`src/pcnr_pkg.sv`:
```
// pcnr_pkg: constants shared by the pin change notify and input remap block
`default_nettype none

package pcnr_pkg;

   // =====================================================================
   // widths
   // =====================================================================
   localparam int PCNR_PORT_W = 16;            // pins of one port
   localparam int PCNR_ADDR_W = 4;             // register index width
   localparam int PCNR_DATA_W = 16;            // register data width
   localparam int PCNR_SEL_W  = 7;             // one remap selector field
   localparam int PCNR_RP_W   = 122;           // remappable inputs 0..121

   // =====================================================================
   // register offsets (register index on the plain port)
   // =====================================================================
   localparam logic [PCNR_ADDR_W-1:0] PCNR_OFF_CHG_EN    = 4'h0;
   localparam logic [PCNR_ADDR_W-1:0] PCNR_OFF_PULLUP    = 4'h1;
   localparam logic [PCNR_ADDR_W-1:0] PCNR_OFF_PULLDOWN  = 4'h2;
   localparam logic [PCNR_ADDR_W-1:0] PCNR_OFF_CAP_SEL   = 4'h3;
   localparam logic [PCNR_ADDR_W-1:0] PCNR_OFF_CHG_STAT  = 4'h4;
   localparam logic [PCNR_ADDR_W-1:0] PCNR_OFF_IRQ_MASK  = 4'h5;
   localparam logic [PCNR_ADDR_W-1:0] PCNR_OFF_PIN_STATE = 4'h6;
   localparam logic [PCNR_ADDR_W-1:0] PCNR_OFF_WAKE_STAT = 4'h7;

   // =====================================================================
   // field layout of the capture input select register
   // =====================================================================
   localparam int PCNR_CAP3_LSB = 0;
   localparam int PCNR_CAP3_MSB = 6;
   localparam int PCNR_CAP4_LSB = 8;
   localparam int PCNR_CAP4_MSB = 14;
   localparam logic [PCNR_DATA_W-1:0] PCNR_CAP_SEL_MASK = 16'h7f7f;

   // =====================================================================
   // selector codes
   // =====================================================================
   localparam logic [PCNR_SEL_W-1:0] PCNR_SEL_GND   = 7'h00;
   localparam logic [PCNR_SEL_W-1:0] PCNR_SEL_COMPARATOR_ONE_OUTPUT  = 7'h01;
   localparam logic [PCNR_SEL_W-1:0] PCNR_SEL_RP121 = 7'h79;

   // =====================================================================
   // reset values
   // =====================================================================
   localparam logic [PCNR_DATA_W-1:0] PCNR_RST_REG  = 16'h0000;
   localparam logic [PCNR_PORT_W-1:0] PCNR_RST_PINS = 16'h0000;
   localparam logic [PCNR_DATA_W-1:0] PCNR_RD_ZERO  = 16'h0000;

   // =====================================================================
   // sleep tracking states
   // =====================================================================
   typedef enum logic [1:0] {
      PCNR_AWAKE  = 2'b00,
      PCNR_ASLEEP = 2'b01,
      PCNR_WAKING = 2'b10
   } pcnr_sleep_t;

endpackage

`default_nettype wire

```
`src/pcnr_input_mux.sv`:
```
// pcnr_input_mux: decodes one 7-bit selector into a capture input source
`timescale 1ns/1ps
`default_nettype none

module pcnr_input_mux (
   input  wire logic [pcnr_pkg::PCNR_SEL_W-1:0] sel_code,
   input  wire logic [pcnr_pkg::PCNR_RP_W-1:0]  remappable_pin_n,
   input  wire logic                            comparator_one_output,
   output logic                                 source_out
);
   import pcnr_pkg::*;

   // =====================================================================
   // selector decode
   // =====================================================================
   // codes above the highest pin tie low, so a stray value never floats
   always_comb begin
      if (sel_code == PCNR_SEL_GND) begin
         source_out = 1'b0;                             // RQ10
      end else if (sel_code == PCNR_SEL_COMPARATOR_ONE_OUTPUT) begin
         source_out = comparator_one_output;            // RQ10
      end else if (sel_code <= PCNR_SEL_RP121) begin
         source_out = remappable_pin_n[sel_code];       // RQ10
      end else begin
         source_out = 1'b0;
      end
   end

endmodule // pcnr_input_mux

`default_nettype wire

```
`src/pcnr_top.sv`:
```
// pcnr_top: pin change notify, weak pull controls and capture input remap
//
// Contract
// RQ1 - enabled pin change raises interrupt request
// RQ2 - change detection still works while sleeping
// RQ3 - each port pin has its own selection
// RQ4 - enable bit set allows, clear blocks, pin
// RQ5 - set bits switch weak pull-up or pull-down
// RQ6 - pull-up and pull-down in separate registers
// RQ7 - software disables pulls on output pins
// RQ8 - software waits one cycle before port readback
// RQ9 - remap fields: 14-8 channel four, 6-0 three
// RQ10 - code 121 pin, 1 comparator, 0 ground
// RQ11 - bits 15 and 7 ignore writes, read zero
`timescale 1ns/1ps
`default_nettype none

module pcnr_top (
   input  wire logic                             clk_sys,
   input  wire logic                             resetn,
   input  wire logic [pcnr_pkg::PCNR_ADDR_W-1:0] reg_addr,
   input  wire logic [pcnr_pkg::PCNR_DATA_W-1:0] reg_wdata,
   input  wire logic                             reg_wr,
   input  wire logic                             reg_rd,
   output logic      [pcnr_pkg::PCNR_DATA_W-1:0] reg_rdata,
   input  wire logic [pcnr_pkg::PCNR_PORT_W-1:0] pin_in,
   input  wire logic                             sleep_mode,
   input  wire logic                             comparator_one_output,
   input  wire logic [pcnr_pkg::PCNR_RP_W-1:0]   remappable_pin_n,
   output logic                                  change_irq,
   output logic                                  wake_req,
   output logic      [pcnr_pkg::PCNR_PORT_W-1:0] pullup_en,
   output logic      [pcnr_pkg::PCNR_PORT_W-1:0] pulldown_en,
   output logic                                  capture_channel_three,
   output logic                                  capture_channel_four
);
   import pcnr_pkg::*;

   // =====================================================================
   // helpers
   // =====================================================================
   // one write decode shared by every register
   function automatic logic wr_hit(
      input logic                   wr,
      input logic [PCNR_ADDR_W-1:0] addr,
      input logic [PCNR_ADDR_W-1:0] off
   );
      wr_hit = wr && (addr == off);
   endfunction

   // =====================================================================
   // storage
   // =====================================================================
   logic [PCNR_PORT_W-1:0] change_irq_enable_reg;
   logic [PCNR_PORT_W-1:0] weak_pullup_enable_reg;
   logic [PCNR_PORT_W-1:0] weak_pulldown_enable_reg;
   logic [PCNR_DATA_W-1:0] capture_three_four_input_select;
   logic [PCNR_PORT_W-1:0] change_status;
   logic [PCNR_PORT_W-1:0] irq_mask;
   logic [PCNR_PORT_W-1:0] pin_last;
   logic                   pin_primed;
   logic                   wake_status;
   pcnr_sleep_t            sleep_state;
   pcnr_sleep_t            next_sleep_state;

   logic [PCNR_PORT_W-1:0] pin_state_change;
   logic                   any_change;
   logic [PCNR_DATA_W-1:0] next_rdata;
   logic                   next_capture_three;
   logic                   next_capture_four;
   logic                   next_change_irq;

   // =====================================================================
   // configuration registers
   // =====================================================================
   // per-pin notify enables, one bit for every pin of the port
   always_ff @(posedge clk_sys or negedge resetn) begin
      if (!resetn) begin
         change_irq_enable_reg <= PCNR_RST_REG;
      end else if (wr_hit(reg_wr, reg_addr, PCNR_OFF_CHG_EN)) begin
         change_irq_enable_reg <= reg_wdata;            // RQ3
      end
   end

   // pull-up enables live apart from pull-downs, so one never disturbs the other
   always_ff @(posedge clk_sys or negedge resetn) begin
      if (!resetn) begin
         weak_pullup_enable_reg <= PCNR_RST_REG;
      end else if (wr_hit(reg_wr, reg_addr, PCNR_OFF_PULLUP)) begin
         weak_pullup_enable_reg <= reg_wdata;           // RQ6
      end
   end

   // pull-down enables, their own register
   always_ff @(posedge clk_sys or negedge resetn) begin
      if (!resetn) begin
         weak_pulldown_enable_reg <= PCNR_RST_REG;
      end else if (wr_hit(reg_wr, reg_addr, PCNR_OFF_PULLDOWN)) begin
         weak_pulldown_enable_reg <= reg_wdata;         // RQ6
      end
   end

   // capture remap selectors; the mask drops the two unimplemented bits
   always_ff @(posedge clk_sys or negedge resetn) begin
      if (!resetn) begin
         capture_three_four_input_select <= PCNR_RST_REG;
      end else if (wr_hit(reg_wr, reg_addr, PCNR_OFF_CAP_SEL)) begin
         capture_three_four_input_select <= reg_wdata & PCNR_CAP_SEL_MASK; // RQ11
      end
   end

   // interrupt mask, same layout as the status register
   always_ff @(posedge clk_sys or negedge resetn) begin
      if (!resetn) begin
         irq_mask <= PCNR_RST_REG;
      end else if (wr_hit(reg_wr, reg_addr, PCNR_OFF_IRQ_MASK)) begin
         irq_mask <= reg_wdata;
      end
   end

   // =====================================================================
   // weak pull drivers
   // =====================================================================
   // pulls follow the enable bits directly; software must keep them off on
   // pins it drives as outputs, the block does not police that
   always_ff @(posedge clk_sys or negedge resetn) begin
      if (!resetn) begin
         pullup_en   <= PCNR_RST_PINS;
         pulldown_en <= PCNR_RST_PINS;
      end else begin
         pullup_en   <= weak_pullup_enable_reg;         // RQ5
         pulldown_en <= weak_pulldown_enable_reg;       // RQ5
      end
   end

   // =====================================================================
   // change detection
   // =====================================================================
   // last seen pin levels; the primed flag hides the reset snapshot so
   // that leaving reset with pins high does not look like a change
   always_ff @(posedge clk_sys or negedge resetn) begin
      if (!resetn) begin
         pin_last   <= PCNR_RST_PINS;
         pin_primed <= 1'b0;
      end else begin
         pin_last   <= pin_in;
         pin_primed <= 1'b1;
      end
   end

   // a disabled pin contributes nothing, whatever it does
   always_comb begin
      if (pin_primed) begin
         pin_state_change = (pin_in ^ pin_last) & change_irq_enable_reg; // RQ4
      end else begin
         pin_state_change = PCNR_RST_PINS;
      end
      any_change = |pin_state_change;
   end

   // sticky per-pin status, write one to clear; a new change wins the clear
   always_ff @(posedge clk_sys or negedge resetn) begin
      if (!resetn) begin
         change_status <= PCNR_RST_PINS;
      end else if (wr_hit(reg_wr, reg_addr, PCNR_OFF_CHG_STAT)) begin
         change_status <= (change_status & ~reg_wdata) | pin_state_change; // RQ1
      end else begin
         change_status <= change_status | pin_state_change; // RQ1
      end
   end

   // =====================================================================
   // interrupt request
   // =====================================================================
   // level request while any unmasked status bit stands
   always_comb begin
      next_change_irq = |(change_status & irq_mask);    // RQ1
   end

   always_ff @(posedge clk_sys or negedge resetn) begin
      if (!resetn) begin
         change_irq <= 1'b0;
      end else begin
         change_irq <= next_change_irq;                 // RQ1
      end
   end

   // =====================================================================
   // sleep tracking and wake request
   // =====================================================================
   // this logic runs on clk_sys, the one clock of the block: that clock keeps
   // running in sleep, so the same domain keeps watching the pins
   always_comb begin
      next_sleep_state = sleep_state;
      unique case (sleep_state)
         PCNR_AWAKE: begin
            if (sleep_mode) begin
               next_sleep_state = PCNR_ASLEEP;
            end
         end
         PCNR_ASLEEP: begin
            if (!sleep_mode) begin
               next_sleep_state = PCNR_AWAKE;
            end else if (any_change) begin
               next_sleep_state = PCNR_WAKING;          // RQ2
            end
         end
         PCNR_WAKING: begin
            if (!sleep_mode) begin
               next_sleep_state = PCNR_AWAKE;
            end
         end
         default: begin
            next_sleep_state = PCNR_AWAKE;
         end
      endcase
   end

   always_ff @(posedge clk_sys or negedge resetn) begin
      if (!resetn) begin
         sleep_state <= PCNR_AWAKE;
      end else begin
         sleep_state <= next_sleep_state;
      end
   end

   // wake request holds until the processor leaves sleep
   always_ff @(posedge clk_sys or negedge resetn) begin
      if (!resetn) begin
         wake_req <= 1'b0;
      end else begin
         wake_req <= (next_sleep_state == PCNR_WAKING); // RQ2
      end
   end

   // sticky record that a change woke the part; write one to clear
   always_ff @(posedge clk_sys or negedge resetn) begin
      if (!resetn) begin
         wake_status <= 1'b0;
      end else if (sleep_state == PCNR_ASLEEP && any_change) begin
         wake_status <= 1'b1;                           // RQ2
      end else if (wr_hit(reg_wr, reg_addr, PCNR_OFF_WAKE_STAT) && reg_wdata[0]) begin
         wake_status <= 1'b0;
      end
   end

   // =====================================================================
   // capture input remap
   // =====================================================================
   // channel three from bits 6-0, channel four from bits 14-8
   pcnr_input_mux u_mux_three (
      .sel_code              (capture_three_four_input_select[PCNR_CAP3_MSB:PCNR_CAP3_LSB]), // RQ9
      .remappable_pin_n      (remappable_pin_n),
      .comparator_one_output (comparator_one_output),
      .source_out            (next_capture_three)
   );

   pcnr_input_mux u_mux_four (
      .sel_code              (capture_three_four_input_select[PCNR_CAP4_MSB:PCNR_CAP4_LSB]), // RQ9
      .remappable_pin_n      (remappable_pin_n),
      .comparator_one_output (comparator_one_output),
      .source_out            (next_capture_four)
   );

   // one register stage keeps the outputs glitch free at a cost of a cycle
   always_ff @(posedge clk_sys or negedge resetn) begin
      if (!resetn) begin
         capture_channel_three <= 1'b0;
         capture_channel_four  <= 1'b0;
      end else begin
         capture_channel_three <= next_capture_three;   // RQ10
         capture_channel_four  <= next_capture_four;    // RQ10
      end
   end

   // =====================================================================
   // register read port
   // =====================================================================
   // unmapped offsets and idle cycles read as zero
   always_comb begin
      next_rdata = PCNR_RD_ZERO;
      if (reg_rd) begin
         unique case (reg_addr)
            PCNR_OFF_CHG_EN:    next_rdata = change_irq_enable_reg;
            PCNR_OFF_PULLUP:    next_rdata = weak_pullup_enable_reg;
            PCNR_OFF_PULLDOWN:  next_rdata = weak_pulldown_enable_reg;
            PCNR_OFF_CAP_SEL:   next_rdata = capture_three_four_input_select; // RQ11
            PCNR_OFF_CHG_STAT:  next_rdata = change_status;
            PCNR_OFF_IRQ_MASK:  next_rdata = irq_mask;
            PCNR_OFF_PIN_STATE: next_rdata = pin_last;
            PCNR_OFF_WAKE_STAT: next_rdata = {{(PCNR_DATA_W-1){1'b0}}, wake_status};
            default:            next_rdata = PCNR_RD_ZERO;
         endcase
      end
   end

   // read data stand for the one cycle after the strobe only
   always_ff @(posedge clk_sys or negedge resetn) begin
      if (!resetn) begin
         reg_rdata <= PCNR_RD_ZERO;
      end else begin
         reg_rdata <= next_rdata;
      end
   end

endmodule // pcnr_top

`default_nettype wire

```
`config.mk`:
```
export PLATFORM = sky130hd
export DESIGN_NAME = pcnr_top
export DESIGN_NICKNAME = d
export VERILOG_FILES = /design/src/pcnr_pkg.sv /design/src/pcnr_input_mux.sv /design/src/pcnr_top.sv
export SDC_FILE = /design/constraint.sdc
export NUM_CORES = 1
export LEC_CHECK = 0
export BUFFER_PORTS_ARGS = -buffer_cell sky130_fd_sc_hd__buf_4
export CORE_ASPECT_RATIO = 0.7
export CORE_MARGIN = 8
export CORE_UTILIZATION = 54
export DETAILED_ROUTE_END_ITERATION = 12
export GPL_ROUTABILITY_DRIVEN = 1
export GPL_TIMING_DRIVEN = 0
export PLACE_DENSITY = 0.77
export SLEW_MARGIN = 20
export SYNTH_ARGS = -nofsm -noshare
export SYNTH_HDL_FRONTEND = slang
export SYNTH_HIERARCHICAL = 1
export SYNTH_SLANG_ARGS = --single-unit
```
`constraint.sdc`:
```
create_clock -name clk_sys -period 2.7 [get_ports clk_sys]
set_input_delay 0.81 -clock clk_sys [delete_from_list [all_inputs] [get_ports clk_sys]]
set_output_delay 0.81 -clock clk_sys [all_outputs]
set_load 0.05 [all_outputs]
```
* Word level (Yosys, flattened, before mapping)
Index checks and enable logic that the tools add are counted.
Word-level totals: memory bits (read-only) 0, word-level logic and storage cells 77, memory bits (writable) 0, bits in registers 166, output and inout bits 52, memories kept 0, input port bits 164, bits in latches 0
Operators by class: reduce and logical (&&, ||, !) cells 16, equal/unequal tests 12, shifts and indexed selects 0, muxes and demuxes 21, add/sub/neg operators 0, div/mod/pow operators 0, magnitude comparators 4, bitwise operators 7, $mul 0
Operators with widths (count):
- $pmux 16 s8 | 1
- $and 16x16->16 | 3
- $mux 16 | 3
- $or 16x16->16 | 2
- $reduce_or 16->1 | 2
- $eq 4x3->1 const B | 4
- $lt 7x8->1 const B | 2
- $not 16->16 | 1
- $xor 16x16->16 | 1
- $bmux 1 s7 | 2
- $eq 7x1->1 const B | 2
- $le 7x7->1 const B | 2
- $logic_not 7->1 | 2
- $mux 1 | 10
- $logic_and 1x1->1 | 9
- $eq 4x2->1 const B | 2
- $mux 2 | 4
- $pmux 2 s3 | 1
- $eq 2x2->1 const B | 2
- $eq 4x1->1 const B | 1
- $logic_not 4->1 | 1
- $eq 2x1->1 const B | 1
- $logic_not 2->1 | 1
- $reduce_bool 2->1 | 1

* Longest topological paths before layout
depth in word-level cells 8, depth in mapped cells 9, depth with buffers taken out 6

* Hierarchy
The synthesis kept the hierarchy.
By module, submodules not included:
- pcnr_top | seq. area each 4154.0 µm², times used 1, area an instance 6608.8 µm², cells an instance 469
- pcnr_input_mux | seq. area each 0.0 µm², times used 2, area an instance 1232.4 µm², cells an instance 109

* Least setup slack after synthesis
OpenSTA, ideal clock, no wires.
path type input -> register, start point input remappable_pin_n[5] in the netlist's numbering, end point register capture_channel_four, setup slack 0.549 ns, stages on the path 5, path buffers 0, library setup time 0.126 ns, required time 2.574 ns, arrival 2.025 ns, cells stage by stage mux4_1 mux2_2 nor3b_1 a2111oi_0 a311o_1
On the way: word-level cells in the longest chain between the ends 5
RTL lines:
- start: declaration | RTL line pcnr_top.sv:29 | input wire logic [pcnr_pkg::PCNR_RP_W-1:0] remappable_pin_n,
- $bmux 1 s7 | RTL line pcnr_input_mux.sv:23 | source_out = remappable_pin_n[sel_code];
- $mux 1 (implied by the code) | RTL line pcnr_input_mux.sv:23
- $mux 1 | RTL line pcnr_input_mux.sv:22 | end else if (sel_code <= PCNR_SEL_RP121) begin
- $mux 1 | RTL line pcnr_input_mux.sv:20 | end else if (sel_code == PCNR_SEL_COMPARATOR_ONE_OUTPUT) begin
- $mux 1 | RTL line pcnr_input_mux.sv:18 | if (sel_code == PCNR_SEL_GND) begin
- net next_capture_four | RTL line pcnr_top.sv:70 | logic next_capture_four;
- end signal: assignment | RTL line pcnr_top.sv:272 | capture_channel_four <= next_capture_four;
- end: declaration | RTL line pcnr_top.sv:35 | output logic capture_channel_four
The timed path passes the listed nets, and every way through them passes these cells. The select of a mux whose other input is x is not followed. A chain may end at the register's enable or synchronous reset.

* Worst setup path after layout
start point register capture_three_four_input_select[0], end point register capture_channel_three
On the way: word-level cells in the longest chain between the ends 5, elaborated cells between the ends (all ways) 8, classes of those cells order compare: 1; eq/ne: 1; mux: 5; reduce/logical: 1
RTL lines:
- start: declaration | RTL line pcnr_top.sv:57 | logic [PCNR_DATA_W-1:0] capture_three_four_input_select;
- start signal: assignment | RTL line pcnr_top.sv:108 | capture_three_four_input_select <= reg_wdata & PCNR_CAP_SEL_MASK;
- $bmux 1 s7 | RTL line pcnr_input_mux.sv:23
- $mux 1 (implied by the code) | RTL line pcnr_input_mux.sv:23
- $mux 1 | RTL line pcnr_input_mux.sv:22
- $mux 1 | RTL line pcnr_input_mux.sv:20
- $mux 1 * | RTL line pcnr_input_mux.sv:18
- net next_capture_three | RTL line pcnr_top.sv:69 | logic next_capture_three;
- end signal: assignment | RTL line pcnr_top.sv:271 | capture_channel_three <= next_capture_three;
- end: declaration | RTL line pcnr_top.sv:34 | output logic capture_channel_three,
The timed path passes the listed nets; every way through them passes the cells marked *. The select of a mux whose other input is x is not followed.

==> results.yml <==
detailed_routing:
  drc: 0
  drt_iter0_drc: 839
  ant_nets: 0
  dr.pass1.iters: 6
  routed_wl_um: 31400
  wl_per_cell_um: 27.2
  vias_per_cell: 6.43
  vias: 7442
timing:
  fmax_mhz: 387
  slew-limit-headroom_pct: 47.1
  whs_ps: 378
  setup_viol: 0
  fin_crit_ps: 2580
  post-route-period-util_pct: 95.6
  hold_viol_final: 0
  fin_worst_skew_ps: 9.35
  worst_pin_slew_ps: 793
  rsz0062_at_grt: "no"
  slew_viol_final: 0
yosys:
  synthFlopType: "dfrtp_1"
  syn_inst: 687
  synth_area_leaders: "dfrtp_1 (46%), mux2_2 (9.1%), mux4_1 (6.9%)"
  synth_edf_count: 0
  syn_area_per_cell_um2: 13.2
  ys_seq_elements: 166
  synth_nets: 851
  synth_top_area_cell: "dfrtp_1"
  async_reset_ff_share_pct: 100
  ys_warn_count: 6
  seq_area_frac_synth_pct: 45.8
  synth.top_cell.area_share_pct: 45.8
  syn_area_mm2: 0.00907
  ys_types: 56
job:
  maxCapViolCount: 0
worst_setup_path:
  startpoint_type: "flip-flop"
  critPathSlowestCell: "mux4_2"
  crit_path_end_kind: "flip-flop"
  arrival_ps: 2880
  critPathMaxStageDelay_ps: 500
  critical_path_buf_inv_count: 2
  worstPathRequired_ps: 3000
  path_class: "reg -> reg"
  path_delay_family: "multiplexers"
  cp_common_cell: "buf_6"
  worstPathCellList: "buf_6 > buf_6 > mux4_2 > mux2i_1 > nand2_1 > nand4_1 > nor4_1 > a311o_1"
  cp_max_fo: 10
placement:
  gp_congestion: 0.999
  portBuffers: 213
  dp_hpwl_um: 23700
  placed_cells_incl_taps: 1126
global_route:
  grt_pass1_vias: 7759
  grt_use_total_pct: 29.4
  antenna_found_initial: 0
  grt_pass1_wl_um: 47100
  grt_max_degree: 89
  overflow: 0
clock_tree:
  cts_setup_buffers: 0
  cts_tree: "built"
  clkSinkCount: 166
  clock_latency_ps: 420
  cts_hold_buf: 0
  cts_max_level: 4
  clkSlewWorstSetupHoldPaths_ps: 70
  cts_made_buffers: 17
  cts_resized: 0
  cts-root-buf: "clkbuf_16"
  clockBufferDepth: 2
floorplanning:
  io_pins: 216
  start_util_pct: 55.3
  core_mm2: 0.0164
  die_h_um: 124
  rows: 39
  die_w_um: 171
  dieArea_mm2: 0.0213
final_layout:
  diodes: 0
  final_nets: 1084
  area_growth_pct: 27.4
  stdcell_count: 1157
  regArea_mm2: 0.00415
  layout-drive-gt1-share_pct: 45.4
  multiInputGateArea_mm2: 0.00452
  nFillCells: 1187
run_status:
  status: "finished clean"
power:
  powerDensity_mw_per_mm2: 779
  peakVddDrop_mv: 0.458
  p_leak_nw: 5.14
min_path:
  hp-class: "in -> async"
[path summary, 6_finish.rpt]
check / startpoint / to / slack (ps) / depth (start not counted)
max in group asynchronous: resetn / capture_three_four_input_select[1]$_DFFE_PN0P_ / 1480 / 2
max reg2reg: capture_three_four_input_select[0]$_DFFE_PN0P_ / capture_channel_three$_DFF_PN0_ / 120 / 8
min reg2reg: weak_pullup_enable_reg[13]$_DFFE_PN0P_ / pullup_en[13]$_DFF_PN0_ / 400 / 0
min in group clk_sys: weak_pullup_enable_reg[13]$_DFFE_PN0P_ / pullup_en[13]$_DFF_PN0_ / 400 / 0
max: capture_three_four_input_select[0]$_DFFE_PN0P_ / capture_channel_three$_DFF_PN0_ / 120 / 8
min: resetn / pullup_en[6]$_DFF_PN0_ / 380 / 1
[layout by cell type (no fill, tap or decap), types with 5 or more instances in the layout]
cell        instances
mux4_1             24
nand3b_1            9
nor2b_1             5
buf_6              15
clkbuf_1            8
nand2_1            44
nor4_1              5
clkbuf_16          17
buf_4             219
a22oi_1            33
a21bo_2            14
mux2_4             12
a22o_1              7
mux2_2             73
nor2_1             11
clkinvlp_4          5
o21ai_0            14
nor3b_1            10
mux4_2             26
nand3_1            29
a21oi_1             7
mux2i_1            30
a31oi_1            19
nor3_1              9
dfrtp_1           166
xor2_1             16
buf_2              17
nand4_1            10
[power breakdown]
group | switching, mW | internal, mW | total, mW | leakage [nW]
combinational | 1.76 | 1.46 | 3.22 | 2.87
sequential | 0.433 | 2.98 | 3.42 | 2.00
clock | 1.05 | 1.33 | 2.37 | 0.265
total | 3.24 | 5.77 | 9.01 | 5.14
[cells in the mapped netlist, types with 15 or more instances]
master and n:
mux4_2 26, xor2_1 16, nand2_1 44, buf_2 17, a22oi_1 33, nand3_1 29, buf_6 15, a31oi_1 19
mux4_1 24, mux2i_1 30, mux2_2 73, dfrtp_1 166
[worst register-to-register path, cell delays in order, from the launching register on]
cell     delay, ps
dfrtp_1        480
buf_6          220
buf_6          200
mux4_2         510
mux2i_1        430
nand2_1        120
nand4_1        120
nor4_1          90
a311o_1        280
[per-stage QoR]
| stage | util, % | area (um2) | setup TNS [ps] | worst slack, ps | power, mW |
|---|---|---|---|---|---|
| floorplan | - | 9070 | 0 | 549 | 5.43 |
| global placement | 66.8 | 11000 | 0 | 1.70 | 6.51 |
| detailed placement | 67.0 | 11000 | -158 | -29.3 | 6.59 |
| CTS | 70.5 | 11600 | 0 | 194 | 8.95 |
| global route | 70.5 | 11600 | 0 | 60.6 | 9.33 |
| finish | 70.5 | 11600 | 0 | 118 | 9.01 |
[layout make-up]
type	instances	area share [%]
Clock inverter	12	1.01
Tap cell	225	2.44
Buffer	52	3.42
Multi-Input combinational cell	469	39.1
Sequential cell	166	35.9
Timing Repair Buffer	214	14.1
Clock buffer	19	3.92
[metal layers]
layer	routed length [um]	share of wire, %	vias up	global-route usage (%)
li1	-	-	3150	-
met4	628	2.0	0	8.67
met1	13500	43	3815	43.2
met5	0	0	-	0
met3	3510	11	49	8.49
met2	13800	44	428	41.5
[kinds of logic (layout without fill, tap and decap cells)]
logic type	after synthesis	count (layout)	share of synthesized area (%)
mux	169	169	28.3
buf+inv	52	297	4.36
compound gates	122	122	10.1
simple gates	161	161	9.89
flops	166	166	45.8
other cells	1	1	0.0413
xor+xnor	16	16	1.54
Power figures use the tool's default switching activity.
